$ cat src/stc_params.svh
// Constants for the sixteen-bit timer/counter: offsets, fields, reset values, timing
//Contract
//- Run-enable bit 0 gates all counting
//- Bit 7 selects wide or byte access
//- Wide mode low read latches high byte
//- Wide mode low write loads high byte
//- Wide mode high address hits buffer only
//- Only low-byte write clears prescaler count
//- Read-only bit shows secondary clock in use
//- Two-bit prescale: 1, 2, 4, 8
//- Oscillator runs only while enable set
//- Sync bit clear synchronises external clock
//- Internal source counts per instruction cycle
//- External source counts rising edges
//- Timer, sync counter, async counter modes
//- Enabled counter forces osc pins input, read zero
//- Oscillator keeps running in power modes
//- Clock select 01 enters secondary run
//- Count wraps, sets sticky overflow flag
`ifndef STC_PARAMS_SVH
`define STC_PARAMS_SVH
`define STC_OFF_CONTROL 12'h000
`define STC_OFF_LOW 12'h004
`define STC_OFF_HIGH 12'h008
`define STC_OFF_STATUS 12'h00c
`define STC_OFF_MASK 12'h010
`define STC_OFF_SYSCLK 12'h014
`define STC_OFF_PORT 12'h018
`define STC_BIT_RUN 0
`define STC_BIT_SRC 1
`define STC_BIT_NOSYNC 2
`define STC_BIT_OSCEN 3
`define STC_BIT_PS_LO 4
`define STC_BIT_PS_HI 5
`define STC_BIT_SECRUN 6
`define STC_BIT_WIDE 7
`define STC_CTRL_RESET 8'h00
`define STC_CTRL_WMASK 8'hbf
`define STC_SYSCLK_SEC 2'h1
`define STC_FOSC_MHZ 100
`define STC_INSTR_DIV 4
`define STC_INSTR_CYCLES (`STC_INSTR_DIV)
`endif

$ cat src/stc_pkg.sv
// Types for the sixteen-bit timer/counter
package stc_pkg;
  // Operating mode derived from source and sync bits
  typedef enum logic [1:0] {
    STC_MODE_TIMER = 2'b00,
    STC_MODE_SYNC_CNT = 2'b01,
    STC_MODE_ASYNC_CNT = 2'b10
  } stc_mode_t;
endpackage : stc_pkg

$ cat src/stc_prescaler.sv
// Input prescaler dividing count ticks by 1, 2, 4 or 8
`timescale 1ns/1ps
module stc_prescaler (
  input wire logic pclk,
  input wire logic presetn,
  input wire logic tick_in,
  input wire logic clear,
  input wire logic [1:0] ratio_sel,
  output logic tick_out
);
  logic [2:0] count; // Ticks seen in current period
  logic [2:0] limit; // Last count value of the period

  // Limit from ratio: 00->0, 01->1, 10->3, 11->7
  always_comb begin
    limit = 3'h0;
    if (ratio_sel == 2'h1) begin
      limit = 3'h1;
    end else if (ratio_sel == 2'h2) begin
      limit = 3'h3;
    end else if (ratio_sel == 2'h3) begin
      limit = 3'h7;
    end
  end

  assign tick_out = tick_in && (count >= limit);

  // Count ticks; clear wins since a low-byte write restarts the period
  always_ff @(posedge pclk or negedge presetn) begin
    if (!presetn) begin
      count <= 3'h0;
    end else if (clear) begin
      count <= 3'h0;
    end else if (tick_out) begin
      count <= 3'h0;
    end else if (tick_in) begin
      count <= count + 3'h1;
    end
  end
endmodule : stc_prescaler

$ cat src/stc_edge_sync.sv
// External clock input conditioning: optional two-stage sync and rising-edge detect
`timescale 1ns/1ps
module stc_edge_sync (
  input wire logic pclk,
  input wire logic presetn,
  input wire logic ext_clk,
  input wire logic bypass,
  output logic rise
);
  logic stage1; // First synchroniser flop, read only by stage2
  logic stage2; // Synchronised level
  logic prev_sync; // Previous synchronised level
  logic prev_raw; // Previous raw level for the unsynchronised path

  // Synchroniser chain and history flops
  always_ff @(posedge pclk or negedge presetn) begin
    if (!presetn) begin
      stage1 <= 1'b0;
      stage2 <= 1'b0;
      prev_sync <= 1'b0;
      prev_raw <= 1'b0;
    end else begin
      stage1 <= ext_clk;
      stage2 <= stage1;
      prev_sync <= stage2;
      prev_raw <= ext_clk;
    end
  end

  // Unsynchronised path trades metastability margin for two cycles less latency
  assign rise = bypass ? (ext_clk && !prev_raw) : (stage2 && !prev_sync);
endmodule : stc_edge_sync

$ cat src/stc_timer.sv
// Sixteen-bit timer/counter with APB registers, prescaler and overflow interrupt
`timescale 1ns/1ps
`include "stc_params.svh"
module stc_timer (
  input wire logic pclk,
  input wire logic presetn,
  input wire logic psel,
  input wire logic penable,
  input wire logic pwrite,
  input wire logic [11:0] paddr,
  input wire logic [31:0] pwdata,
  output logic [31:0] prdata,
  output logic pready,
  output logic pslverr,
  input wire logic ext_clk_in,
  input wire logic osc_in_pin,
  input wire logic osc_out_pin,
  input wire logic [1:0] port_direction_bits,
  input wire logic [1:0] port_out_bits,
  input wire logic power_managed,
  output logic [1:0] osc_pin_oe,
  output logic [1:0] osc_pin_out,
  output logic osc_running,
  output logic secondary_run_mode,
  output logic [1:0] system_clock_sel,
  output logic irq
);
  logic [7:0] count_unit_control; // Control register, bit 6 is hardware status
  logic [7:0] count_low_byte; // Counter low byte
  logic [7:0] count_high; // Real counter high byte
  logic [7:0] count_high_buffer; // High byte buffer for wide access
  logic overflow_flag; // Sticky overflow status
  logic overflow_irq_enable; // Interrupt mask
  logic [1:0] instr_phase; // Divides pclk into instruction cycles
  logic instr_tick; // One pulse per instruction cycle
  logic ext_rise; // Conditioned external edge
  logic raw_tick; // Selected source before prescaler
  logic pre_tick; // Tick after prescaler
  logic wr_en; // APB write access phase
  logic rd_en; // APB read access phase
  logic wr_low; // Write to low byte
  logic wr_high; // Write to high address
  logic rd_low; // Read of low byte
  logic addr_ok; // Address is mapped
  logic [7:0] wbyte; // Write data low byte
  logic wrap; // Counter wraps this cycle
  logic counter_run_enable; // Run enable field
  logic wide_access_mode; // Wide access field
  logic clock_source_sel; // Clock source field
  logic ext_sync_disable; // Sync bypass field
  logic low_freq_osc_enable; // Oscillator enable field
  logic [1:0] input_prescale_sel; // Prescale field
  logic [7:0] next_high; // High byte after a low-byte write
  stc_pkg::stc_mode_t mode; // Decoded operating mode

  // Address match helper used by several decoders
  function automatic logic addr_is(input logic [11:0] a, input logic [11:0] off);
    addr_is = (a == off);
  endfunction : addr_is

  assign counter_run_enable = count_unit_control[`STC_BIT_RUN];
  assign clock_source_sel = count_unit_control[`STC_BIT_SRC];
  assign ext_sync_disable = count_unit_control[`STC_BIT_NOSYNC];
  assign low_freq_osc_enable = count_unit_control[`STC_BIT_OSCEN];
  assign input_prescale_sel = count_unit_control[`STC_BIT_PS_HI:`STC_BIT_PS_LO];
  assign wide_access_mode = count_unit_control[`STC_BIT_WIDE];

  // Mode decode, sync bit only matters for the external source
  always_comb begin
    if (!clock_source_sel) begin
      mode = stc_pkg::STC_MODE_TIMER;
    end else if (ext_sync_disable) begin
      mode = stc_pkg::STC_MODE_ASYNC_CNT;
    end else begin
      mode = stc_pkg::STC_MODE_SYNC_CNT;
    end
  end

  // APB: zero wait states, error on unmapped addresses
  assign pready = 1'b1;
  assign wr_en = psel && penable && pwrite;
  assign rd_en = psel && penable && !pwrite;
  assign wbyte = pwdata[7:0];
  assign wr_low = wr_en && addr_is(paddr, `STC_OFF_LOW);
  assign wr_high = wr_en && addr_is(paddr, `STC_OFF_HIGH);
  assign rd_low = rd_en && addr_is(paddr, `STC_OFF_LOW);

  // Address map check
  always_comb begin
    if (addr_is(paddr, `STC_OFF_CONTROL)) begin
      addr_ok = 1'b1;
    end else if (addr_is(paddr, `STC_OFF_LOW) || addr_is(paddr, `STC_OFF_HIGH)) begin
      addr_ok = 1'b1;
    end else if (addr_is(paddr, `STC_OFF_STATUS) || addr_is(paddr, `STC_OFF_MASK)) begin
      addr_ok = 1'b1;
    end else if (addr_is(paddr, `STC_OFF_SYSCLK) || addr_is(paddr, `STC_OFF_PORT)) begin
      addr_ok = 1'b1;
    end else begin
      addr_ok = 1'b0;
    end
  end
  assign pslverr = psel && penable && !addr_ok;

  // Instruction cycle is a quarter of the oscillator rate
  always_ff @(posedge pclk or negedge presetn) begin
    if (!presetn) begin
      instr_phase <= 2'h0;
    end else begin
      instr_phase <= instr_phase + 2'h1;
    end
  end
  assign instr_tick = (instr_phase == 2'(`STC_INSTR_CYCLES - 1));

  // External edges come from the pin, or from the oscillator when enabled
  stc_edge_sync u_edge (
    .pclk(pclk),
    .presetn(presetn),
    .ext_clk(low_freq_osc_enable ? osc_in_pin : ext_clk_in),
    .bypass(ext_sync_disable),
    .rise(ext_rise)
  );

  // Source select, gated by run enable
  assign raw_tick = counter_run_enable && (clock_source_sel ? ext_rise : instr_tick);

  stc_prescaler u_pre (
    .pclk(pclk),
    .presetn(presetn),
    .tick_in(raw_tick),
    .clear(wr_low),
    .ratio_sel(input_prescale_sel),
    .tick_out(pre_tick)
  );

  assign wrap = pre_tick && (count_low_byte == 8'hff) && (count_high == 8'hff);
  assign next_high = wide_access_mode ? count_high_buffer : count_high;

  // Control register; status bit 6 tracks secondary clock use
  always_ff @(posedge pclk or negedge presetn) begin
    if (!presetn) begin
      count_unit_control <= `STC_CTRL_RESET;
    end else begin
      if (wr_en && addr_is(paddr, `STC_OFF_CONTROL)) begin
        count_unit_control <= (wbyte & `STC_CTRL_WMASK) | (count_unit_control & ~`STC_CTRL_WMASK);
      end
      count_unit_control[`STC_BIT_SECRUN] <= secondary_run_mode;
    end
  end

  // Low byte: software write wins, else counts
  always_ff @(posedge pclk or negedge presetn) begin
    if (!presetn) begin
      count_low_byte <= 8'h00;
    end else if (wr_low) begin
      count_low_byte <= wbyte;
    end else if (pre_tick) begin
      count_low_byte <= count_low_byte + 8'h01;
    end
  end

  // Real high byte: wide mode loads from buffer on low write, byte mode direct
  always_ff @(posedge pclk or negedge presetn) begin
    if (!presetn) begin
      count_high <= 8'h00;
    end else if (wr_low) begin
      count_high <= next_high;
    end else if (wr_high && !wide_access_mode) begin
      count_high <= wbyte;
    end else if (pre_tick && (count_low_byte == 8'hff)) begin
      count_high <= count_high + 8'h01;
    end
  end

  // High buffer: written at high address, latched on low read in wide mode
  always_ff @(posedge pclk or negedge presetn) begin
    if (!presetn) begin
      count_high_buffer <= 8'h00;
    end else if (wr_high && wide_access_mode) begin
      count_high_buffer <= wbyte;
    end else if (rd_low && wide_access_mode) begin
      count_high_buffer <= count_high;
    end
  end

  // Sticky overflow; set beats a write-one clear
  always_ff @(posedge pclk or negedge presetn) begin
    if (!presetn) begin
      overflow_flag <= 1'b0;
    end else if (wrap) begin
      overflow_flag <= 1'b1;
    end else if (wr_en && addr_is(paddr, `STC_OFF_STATUS) && wbyte[0]) begin
      overflow_flag <= 1'b0;
    end
  end

  // Interrupt mask
  always_ff @(posedge pclk or negedge presetn) begin
    if (!presetn) begin
      overflow_irq_enable <= 1'b0;
    end else if (wr_en && addr_is(paddr, `STC_OFF_MASK)) begin
      overflow_irq_enable <= wbyte[0];
    end
  end
  assign irq = overflow_flag && overflow_irq_enable;

  // System clock select; 01 routes system clock from the counter oscillator
  always_ff @(posedge pclk or negedge presetn) begin
    if (!presetn) begin
      system_clock_sel <= 2'h0;
    end else if (wr_en && addr_is(paddr, `STC_OFF_SYSCLK)) begin
      system_clock_sel <= wbyte[1:0];
    end
  end
  assign secondary_run_mode = (system_clock_sel == `STC_SYSCLK_SEC);

  // Oscillator stays on in power-managed modes; only the enable bit stops it
  assign osc_running = low_freq_osc_enable;

  // Pin control: enabled counter forces both pins to inputs
  always_ff @(posedge pclk or negedge presetn) begin
    if (!presetn) begin
      osc_pin_oe <= 2'h0;
      osc_pin_out <= 2'h0;
    end else begin
      osc_pin_oe <= counter_run_enable ? 2'h0 : ~port_direction_bits;
      osc_pin_out <= port_out_bits;
    end
  end

  // Read mux, combinational via direct decode; byte-mode high reads counter
  always_comb begin
    prdata = 32'h0;
    if (!rd_en) begin
      prdata = 32'h0;
    end else if (addr_is(paddr, `STC_OFF_CONTROL)) begin
      prdata = {24'h0, count_unit_control};
    end else if (addr_is(paddr, `STC_OFF_LOW)) begin
      prdata = {24'h0, count_low_byte};
    end else if (addr_is(paddr, `STC_OFF_HIGH)) begin
      prdata = {24'h0, wide_access_mode ? count_high_buffer : count_high};
    end else if (addr_is(paddr, `STC_OFF_STATUS)) begin
      prdata = {31'h0, overflow_flag};
    end else if (addr_is(paddr, `STC_OFF_MASK)) begin
      prdata = {31'h0, overflow_irq_enable};
    end else if (addr_is(paddr, `STC_OFF_SYSCLK)) begin
      prdata = {30'h0, system_clock_sel};
    end else if (addr_is(paddr, `STC_OFF_PORT)) begin
      prdata = counter_run_enable ? 32'h0 : {30'h0, osc_out_pin, osc_in_pin};
    end
  end

  // Power-managed hint has no effect on the counter clocking
  logic unused_pm; // Keeps the input read
  assign unused_pm = power_managed && (mode == stc_pkg::STC_MODE_ASYNC_CNT);
endmodule : stc_timer

$ cat config.mk
export PLATFORM = sky130hd
export DESIGN_NAME = stc_timer
export DESIGN_NICKNAME = d
export VERILOG_FILES = /design/src/stc_pkg.sv /design/src/stc_prescaler.sv /design/src/stc_edge_sync.sv /design/src/stc_timer.sv
export VERILOG_INCLUDE_DIRS = /design/src
export SDC_FILE = /design/constraint.sdc
export NUM_CORES = 1
export LEC_CHECK = 0
export BUFFER_PORTS_ARGS = -buffer_cell sky130_fd_sc_hd__buf_2
export CAP_MARGIN = 15
export CORE_ASPECT_RATIO = 1.75
export CORE_MARGIN = 8
export CORE_UTILIZATION = 51
export DETAILED_ROUTE_END_ITERATION = 10
export PLACE_DENSITY = 0.82
export SYNTH_ARGS = -nofsm -noshare
export SYNTH_HDL_FRONTEND = slang
export SYNTH_SLANG_ARGS = --single-unit
export TNS_END_PERCENT = 50
$ cat constraint.sdc
create_clock -name pclk -period 3 [get_ports pclk]
set_input_delay 0.45 -clock pclk [delete_from_list [all_inputs] [get_ports pclk]]
set_output_delay 0.45 -clock pclk [all_outputs]
set_load 0.01 [all_outputs]
==> reports/qor_table.md, run 1 <==
| Item | This run |
| --- | --- |
| Overall track demand over capacity in global routing | 19.8% |
| Vias in the first global route | 2688 |
| Detailed-route via count | 2738 |
| Post-synthesis cell area | 3070 um^2 |
| Number of rows created at floorplan | 37 |
| Slowest stage cell on the critical path | sky130_fd_sc_hd__nor3_1 |
| Number of levels in the clock H-tree | 2 |
| DRT antenna net count | 0 |
| Power Density | 339 nW/um^2 |
| Number of hold violations in the final report | 0 |
| Initial drt markers | 204 |
| GR Overflow Total | 0 |
| Number of buffers created by CTS | 5 |
| IO buf count | 49 |
| Hold_ws | 235 ps |
| Slew Limit Headroom | 48.3% |
| CTS Root Buffer Type | sky130_fd_sc_hd__clkbuf_8 |
| Adder-cell area share of the yosys netlist | 2.85% |
| Worst IR Drop VDD | 0.371 mV |
| Worst slack at placement | 82.0 ps |
| Starting density of the core | 52.7% |
| Maximum net fanout on the critical path | 7 |
| Total negative setup slack | 0 ps |
| Residual DRC count | 0 |
| Share of synthesized cell area in and, or, nand and nor gates | 21.5% |
| Total Power | 1.16 mW |
| Worst Setup Start Kind | flip-flop |
| Detailed-route vias per instance | 5.86 |
| Die extent in y | 119 um |
| Die Outline Area | 8860 um^2 |
| Total Nets Final | 452 |
| Number of buffer and inverter instances along the worst setup path | 1 |
| Fill cell total of the finished layout | 553 |
| Most common library cell in the layout ignoring fill and taps | sky130_fd_sc_hd__buf_2 |
| Clk Latency, worst-skew pair | 310 ps |
| Global-route wire length before repair | 13.4 mm |
| Setup slack after layout | 222 ps |
| Average wire per standard cell | 17.9 um |
| Core area | 5830 um^2 |
| Max clock buf depth | 2 |
| Antenna violations before repair | 0 |
| Number of distinct standard cells referenced by the synthesized netlist | 56 |
| Most used DFF post-synth | sky130_fd_sc_hd__dfrtp_1 |
| Final count of pins violating max slew | 0 |
| Static power due to leakage | 1.62 nW |
| Class of the tightest hold or removal check | in2reg |
| Clock sink count | 48 |
| Post-synthesis mux area share | 6.11% |
| Result of the run | finished clean |
| Number of maximum-capacitance violations | 0 |
| Worst Setup End Kind | flip-flop |
| Post-synthesis async set-or-reset flop share | 100% |
| Filler-free cell count of the finished design | 467 |
| Sequential-to-total area share from yosys stat | 39.1% |
| Count of pins on the block boundary | 100 |
| Combinational family with the most area after synthesis | simple AND/OR/NAND/NOR gates |
| Die span in x | 74.7 um |
| Setup repair after global routing missed its margin | false |
| Longest individual stage delay on the worst path | 690 ps |
| TritonCTS clock tree | yes |
| Syn. warnings | 0 |
| Weighted congestion reported at the end of routability-driven placement | 0.969 |
| Setup-violating endpoint count in the final report | 0 |
| Antenna diode count | 0 |
| First-pass DRT Iterations | 4 |
| Critical path arrival | 3020 ps |
| Final worst path period share | 92.6% |
| CP Class | reg2reg |
| Number of synthesized register bits | 48 |
| Top library cells by usage in the layout, fill and taps aside | sky130_fd_sc_hd__buf_2, sky130_fd_sc_hd__dfrtp_1, sky130_fd_sc_hd__nor2_1 |
| Share of layout cells above drive strength 1 | 23.1% |
| Critical Path, Cell by Cell | or2_2 -> ha_1 -> nand2b_1 -> a31oi_1 -> nor3_1 -> clkbuf_2 -> nand4_1 -> xor2_1 -> a21oi_1 |
| Category of cells accounting for the largest share of critical-path delay | simple AND/OR/NAND/NOR gates |
| Post-synthesis share of cell area spent on xor and xnor gates | 3.42% |
| Cell count after synthesis | 337 |
| Clock slew at reported path FFs | 90 ps |
| Synthesized-area fraction occupied by ao, oa, aoi and oai cells | 17.6% |
| WP data required | 3240 ps |
| Largest net degree at the start of global routing | 49 |
| Fin crit period | 2780 ps |
| Number of enable flip-flop cells after synthesis | 0 |
| Total routed wirelength | 8.35 mm |
| Worst slew pin tran | 770 ps |
| Number of instances in the placed design | 456 |
| Post-Route Skew | 5.95 ps |
| Highest achievable clock rate | 360 MHz |
| Synth-to-Final Area Change | 11.9% |
| Per-instance average area after synthesis | 9.11 um^2 |
| HPWL Detailed | 6.53 mm |
Yosys cell counts (2+ instances only):
master                      number  share of area [%]
sky130_fd_sc_hd__a21oi_1        18                2.9
sky130_fd_sc_hd__a222oi_1        5                1.6
sky130_fd_sc_hd__a22oi_1         6                1.5
sky130_fd_sc_hd__a2bb2oi_1       2               0.57
sky130_fd_sc_hd__a31oi_1         4               0.81
sky130_fd_sc_hd__a32oi_1         2               0.57
sky130_fd_sc_hd__and3_1          7                1.4
sky130_fd_sc_hd__and4_1          3               0.86
sky130_fd_sc_hd__and4b_1         2               0.65
sky130_fd_sc_hd__buf_2           4               0.65
sky130_fd_sc_hd__buf_4          25                6.1
sky130_fd_sc_hd__clkbuf_1        7               0.86
sky130_fd_sc_hd__conb_1          2               0.24
sky130_fd_sc_hd__dfrtp_1        48                 39
sky130_fd_sc_hd__ha_1            7                2.9
sky130_fd_sc_hd__inv_1          11                1.3
sky130_fd_sc_hd__mux2_2         14                5.1
sky130_fd_sc_hd__mux2i_1         3               0.98
sky130_fd_sc_hd__nand2_1        29                3.5
sky130_fd_sc_hd__nand2b_1        2               0.41
sky130_fd_sc_hd__nand3_1         7                1.1
sky130_fd_sc_hd__nand3b_1        2               0.49
sky130_fd_sc_hd__nand4_1         6                1.2
sky130_fd_sc_hd__nor2_1         42                5.1
sky130_fd_sc_hd__nor2b_1         2               0.41
sky130_fd_sc_hd__nor3_1          4               0.65
sky130_fd_sc_hd__nor3_2          3               0.98
sky130_fd_sc_hd__nor4_4          3                2.1
sky130_fd_sc_hd__o2111ai_1       3               0.86
sky130_fd_sc_hd__o21ai_0        18                2.9
sky130_fd_sc_hd__o22a_1          3               0.86
sky130_fd_sc_hd__o22ai_1         5                1.0
sky130_fd_sc_hd__or2_2           2               0.41
sky130_fd_sc_hd__or3_1           3               0.61
sky130_fd_sc_hd__or3b_1          2               0.57
sky130_fd_sc_hd__xnor2_1         4                1.1
sky130_fd_sc_hd__xor2_1          8                2.3
layer usage:
layer / vias up / global-route usage, % / wire [um]
met2: 118 / 32.7 / 4420
li1: 1292 / - / -
met1: 1296 / 21.7 / 2970
met4: 0 / 13.0 / 424
met3: 32 / 4.06 / 543
met5: - / 0 / 0
cells by family (layout without fill, tap and decap cells):
group,after synthesis,count (layout)
flops,48,48
compound gates,80,80
xor+xnor,12,12
buf+inv,48,77
fa+ha+maj,7,7
simple gates,123,123
mux,17,17
other cells,2,25
what timing repair did:
action,4_1_cts,5_1_grt
resized for setup,0,0
setup buffers,0,0
setup endpoints to repair,0,0
hold endpoints to repair,0,7
hold buffers,0,1
power breakdown:
part | switching (mW) | total (mW) | internal, mW
registers | 0.00253 | 0.655 | 0.652
logic | 0.0717 | 0.104 | 0.0326
clock network | 0.240 | 0.405 | 0.165
path summary, 6_finish.rpt:
check                                             startpoint                               end  slack [ps]  cells past startpoint
hold reg to reg                      u_edge.stage1$_DFF_PN0_           u_edge.stage2$_DFF_PN0_         390                      0
setup reg to reg           count_unit_control[4]$_DFFE_PN0P_     count_low_byte[5]$_DFFE_PN0P_         220                      9
setup / recovery           count_unit_control[4]$_DFFE_PN0P_     count_low_byte[5]$_DFFE_PN0P_         220                      9
hold / removal                              port_out_bits[0]          osc_pin_out[0]$_DFF_PN0_         240                      1
min in group asynchronous                            presetn          osc_pin_out[1]$_DFF_PN0_         510                      2
max in group asynchronous                            presetn  count_high_buffer[0]$_DFFE_PN0P_        2020                      3
per-stage QoR:
step | util (%) | cell area, um^2
2_1_floorplan | - | 3160
3_3_place_gp | 56.7 | 3310
3_5_place_dp | 56.7 | 3310
4_1_cts | 58.3 | 3400
5_1_grt | 58.9 | 3440
6_report | 58.9 | 3440
flip-flops by register name, summed over array words and instances, names as in the netlist:
signal	count
u_pre.count	3
osc_pin_out	2
count_high_buffer	8
count_unit_control	8
system_clock_sel	2
count_low_byte	8
u_edge.prev_sync	1
instr_phase	2
count_high	8
u_edge.stage1	1
u_edge.stage2	1
osc_pin_oe	2
overflow_irq_enable	1
overflow_flag	1
layout make-up:
type / count / area [um^2] / share of cell area [%]
Timing Repair Buffer: 58 / 325 / 9.47
Clock buffer: 5 / 68.8 / 2.00
Inverter: 11 / 41.3 / 1.20
Clock inverter: 3 / 23.8 / 0.692
Tap cell: 78 / 97.6 / 2.84
Sequential cell: 48 / 1200 / 35.0
Multi-Input combinational cell: 264 / 1680 / 48.8
Power figures use the tool's default switching activity.
==> run 2: changes to the inputs <==
--- a/config.mk
+++ b/config.mk
@@ -12,6 +12,7 @@
 export CORE_MARGIN = 8
 export CORE_UTILIZATION = 51
 export DETAILED_ROUTE_END_ITERATION = 10
+export MAX_ROUTING_LAYER = met4
 export PLACE_DENSITY = 0.82
 export SYNTH_ARGS = -nofsm -noshare
 export SYNTH_HDL_FRONTEND = slang
==> run 2 against run 1 <==
Compared with the run above:
- clock-buffer cell count grew 1
- power grew 8.2%
- critical path depth shrank 1
- clock power grew 24%
- via count shrank 0.66%
- cell area grew 0.84%
- highest routed layer unchanged
- flip-flop and latch count is the same
- combinational power is essentially flat
==> reports/qor_table.md, run 2 (synthesized netlist as in run 1, its figures left out) <==
| Item | This run | Delta |
| --- | --- | --- |
| Fill cell total of the finished layout | 509 | -8.0% |
| Starting density of the core | 52.7% | unchanged |
| Filler-free cell count of the finished design | 466 | -0.21% |
| Die span in x | 74.7 um | unchanged |
| HPWL Detailed | 6.55 mm | +0.31% |
| Total routed wirelength | 8.56 mm | +2.6% |
| Number of hold violations in the final report | 0 | unchanged |
| Detailed-route vias per instance | 5.84 | -0.44% |
| Worst Setup Start Kind | flip-flop |  |
| Average wire per standard cell | 18.4 um | +2.8% |
| Setup-violating endpoint count in the final report | 0 | unchanged |
| DRT antenna net count | 0 | unchanged |
| Static power due to leakage | 1.64 nW | +1.3% |
| Largest net degree at the start of global routing | 49 | unchanged |
| Number of instances in the placed design | 456 | unchanged |
| Worst R2R Setup Slack | 320 ps | +100 ps |
| Critical path arrival | 2870 ps | -150 ps |
| Power Density | 364 nW/um^2 | +7.3% |
| Count of pins on the block boundary | 100 | unchanged |
| Max clock buf depth | 2 | unchanged |
| Worst slack at placement | 57.4 ps | -24.6 ps |
| Top library cells by usage in the layout, fill and taps aside | sky130_fd_sc_hd__buf_2, sky130_fd_sc_hd__dfrtp_1, sky130_fd_sc_hd__nor2_1 |  |
| GR Overflow Total | 0 | unchanged |
| Area used by multi-input combinational logic | 1680 um^2 | +0.30% |
| Vias in the first global route | 2756 | +2.5% |
| Die Outline Area | 8860 um^2 | unchanged |
| Result of the run | finished clean |  |
| Setup repair after global routing missed its margin | false |  |
| Final count of pins violating max slew | 0 | unchanged |
| CTS Root Buffer Type | sky130_fd_sc_hd__clkbuf_8 |  |
| Clock sink count | 48 | unchanged |
| Number of levels in the clock H-tree | 2 | unchanged |
| Sw Ratio | 24.0% | -3.0 points |
| Worst R2R Path Depth | 8 | -1 |
| Total negative setup slack | 0 ps | unchanged |
| IO buf count | 49 | unchanged |
| Cell area after layout | 3460 um^2 | +0.84% |
| Most common library cell in the layout ignoring fill and taps | sky130_fd_sc_hd__buf_2 |  |
| Number of rows created at floorplan | 37 | unchanged |
| Logic pwr share | 8.3% | -0.7 points |
| P_int | 957 uW | +13% |
| Slew Limit Headroom | 49.2% | +0.97 points |
| Worst setup path start | count_unit_control[4]$_DFFE_PN0P_ |  |
| WP data required | 3200 ps | -40 ps |
| Initial drt markers | 193 | -5.4% |
| Weighted congestion reported at the end of routability-driven placement | 0.985 | +1.7% |
| Global-route wire length before repair | 13.3 mm | -0.98% |
| Total Nets Final | 451 | -0.22% |
| Die extent in y | 119 um | unchanged |
| Setup slack after layout | 324 ps | +102 ps |
| Launch point of the worst reg-to-reg path | count_unit_control[4]$_DFFE_PN0P_ |  |
| Hold_ws | 241 ps | +5.75 ps |
| TritonCTS clock tree | yes |  |
| Source of the worst hold timing path | port_out_bits[0] |  |
| Synth-to-Final Area Change | 12.8% |  |
| Clock slew at reported path FFs | 90 ps | about the same |
| Instance area at placement | 3310 um^2 | unchanged |
| Post-Route Skew | 6.26 ps | +0.309 ps |
| Sequential cell area in the final layout | 1200 um^2 | unchanged |
| Worst Setup End Kind | flip-flop |  |
| Worst slew pin tran | 757 ps | -12.7 ps |
| Total Power | 1.26 mW | +8.2% |
| Residual DRC count | 0 | unchanged |
| Number of buffers created by CTS | 5 | unchanged |
| Worst IR Drop VDD | 0.293 mV | -21% |
| Antenna violations before repair | 0 | unchanged |
| Fin crit period | 2680 ps | -102 ps |
| Sequential fraction of design power | 51.9% | -4.3 points |
| Net switching power of the design | 303 uW | -3.6% |
| Number of maximum-capacitance violations | 0 | unchanged |
| Class of the tightest hold or removal check | in2reg |  |
| Core area | 5830 um^2 | unchanged |
| # Post-CTS Setup Buffers | 0 | unchanged |
| Clk Latency, worst-skew pair | 310 ps | about the same |
| Final worst path period share | 89.2% | -3.4 points |
| CP Class | reg2reg |  |
| First-pass DRT Iterations | 5 | +1 |
| Share of layout cells above drive strength 1 | 23.2% | +0.060 points |
| Overall track demand over capacity in global routing | 19.7% | -0.079 points |
| Maximum net fanout on the critical path | 9 | +2 |
| Antenna diode count | 0 | unchanged |
| Highest achievable clock rate | 374 MHz | +3.8% |
| Endpoint of the most critical register-to-register path | count_high[4]$_DFFE_PN0P_ |  |
| Layout Utilization | 59.4% | +0.49 points |
| Clock share of power | 39.7% | +4.9 points |
| Detailed-route via count | 2720 | -0.66% |
| Critical path endpoint | count_high[4]$_DFFE_PN0P_ |  |
## run 2: repair_timing
item / CTS / global route
setup endpoints to repair: 1 / 0
hold buffers: 0 / 1
endpoints found under the hold margin: 0 / 6
resized for setup: 1 / 0
## run 2: layout make-up
class / instances / share of cell area [%]
clock buffer: 6 / 2.38
clock inverter: 2 / 1.12
inverter: 11 / 1.19
multi-input combinational: 264 / 48.6
sequential: 48 / 34.7
tap: 78 / 2.82
timing repair buffer: 57 / 9.25
## run 2: worst min-delay path by stage
stage | end | slack, ps | cells after the start
after floorplan | count_high[0]$_DFFE_PN0P_ | 150 | 0
after global placement | u_edge.prev_sync$_DFF_PN0_ | 350 | 0
after detailed placement | u_edge.prev_sync$_DFF_PN0_ | 370 | 0
after CTS | osc_pin_out[0]$_DFF_PN0_ | 240 | 1
after global routing | osc_pin_out[0]$_DFF_PN0_ | 230 | 1
final | osc_pin_out[0]$_DFF_PN0_ | 240 | 1
## run 2: worst max-delay path, stage by stage, from the launching register on
cell                       delay [ps]
sky130_fd_sc_hd__dfrtp_1          420
sky130_fd_sc_hd__or2_2            300
sky130_fd_sc_hd__ha_1             260
sky130_fd_sc_hd__nand2b_1         150
sky130_fd_sc_hd__a31oi_1          430
sky130_fd_sc_hd__nor4_4           150
sky130_fd_sc_hd__nor2_1           460
sky130_fd_sc_hd__nor2_1           160
sky130_fd_sc_hd__o22a_1           230
## run 2: power groups by stage
stage               sequential, mW  combinational (mW)  clock, mW
floorplan                    0.669              0.0666          0
global placement             0.667              0.0972          0
detailed placement           0.668              0.0988          0
CTS                          0.655              0.0991      0.508
global route                 0.655               0.114      0.528
finish                       0.655               0.105      0.501
## run 2: layer usage
metal	global-route usage (%)	vias up	share of wire (%)
met2	33.5	132	53
met4	10.7	0	4.6
li1	-	1274	-
met5	-	-	0
met1	21.0	1285	37
met3	2.37	29	5.4
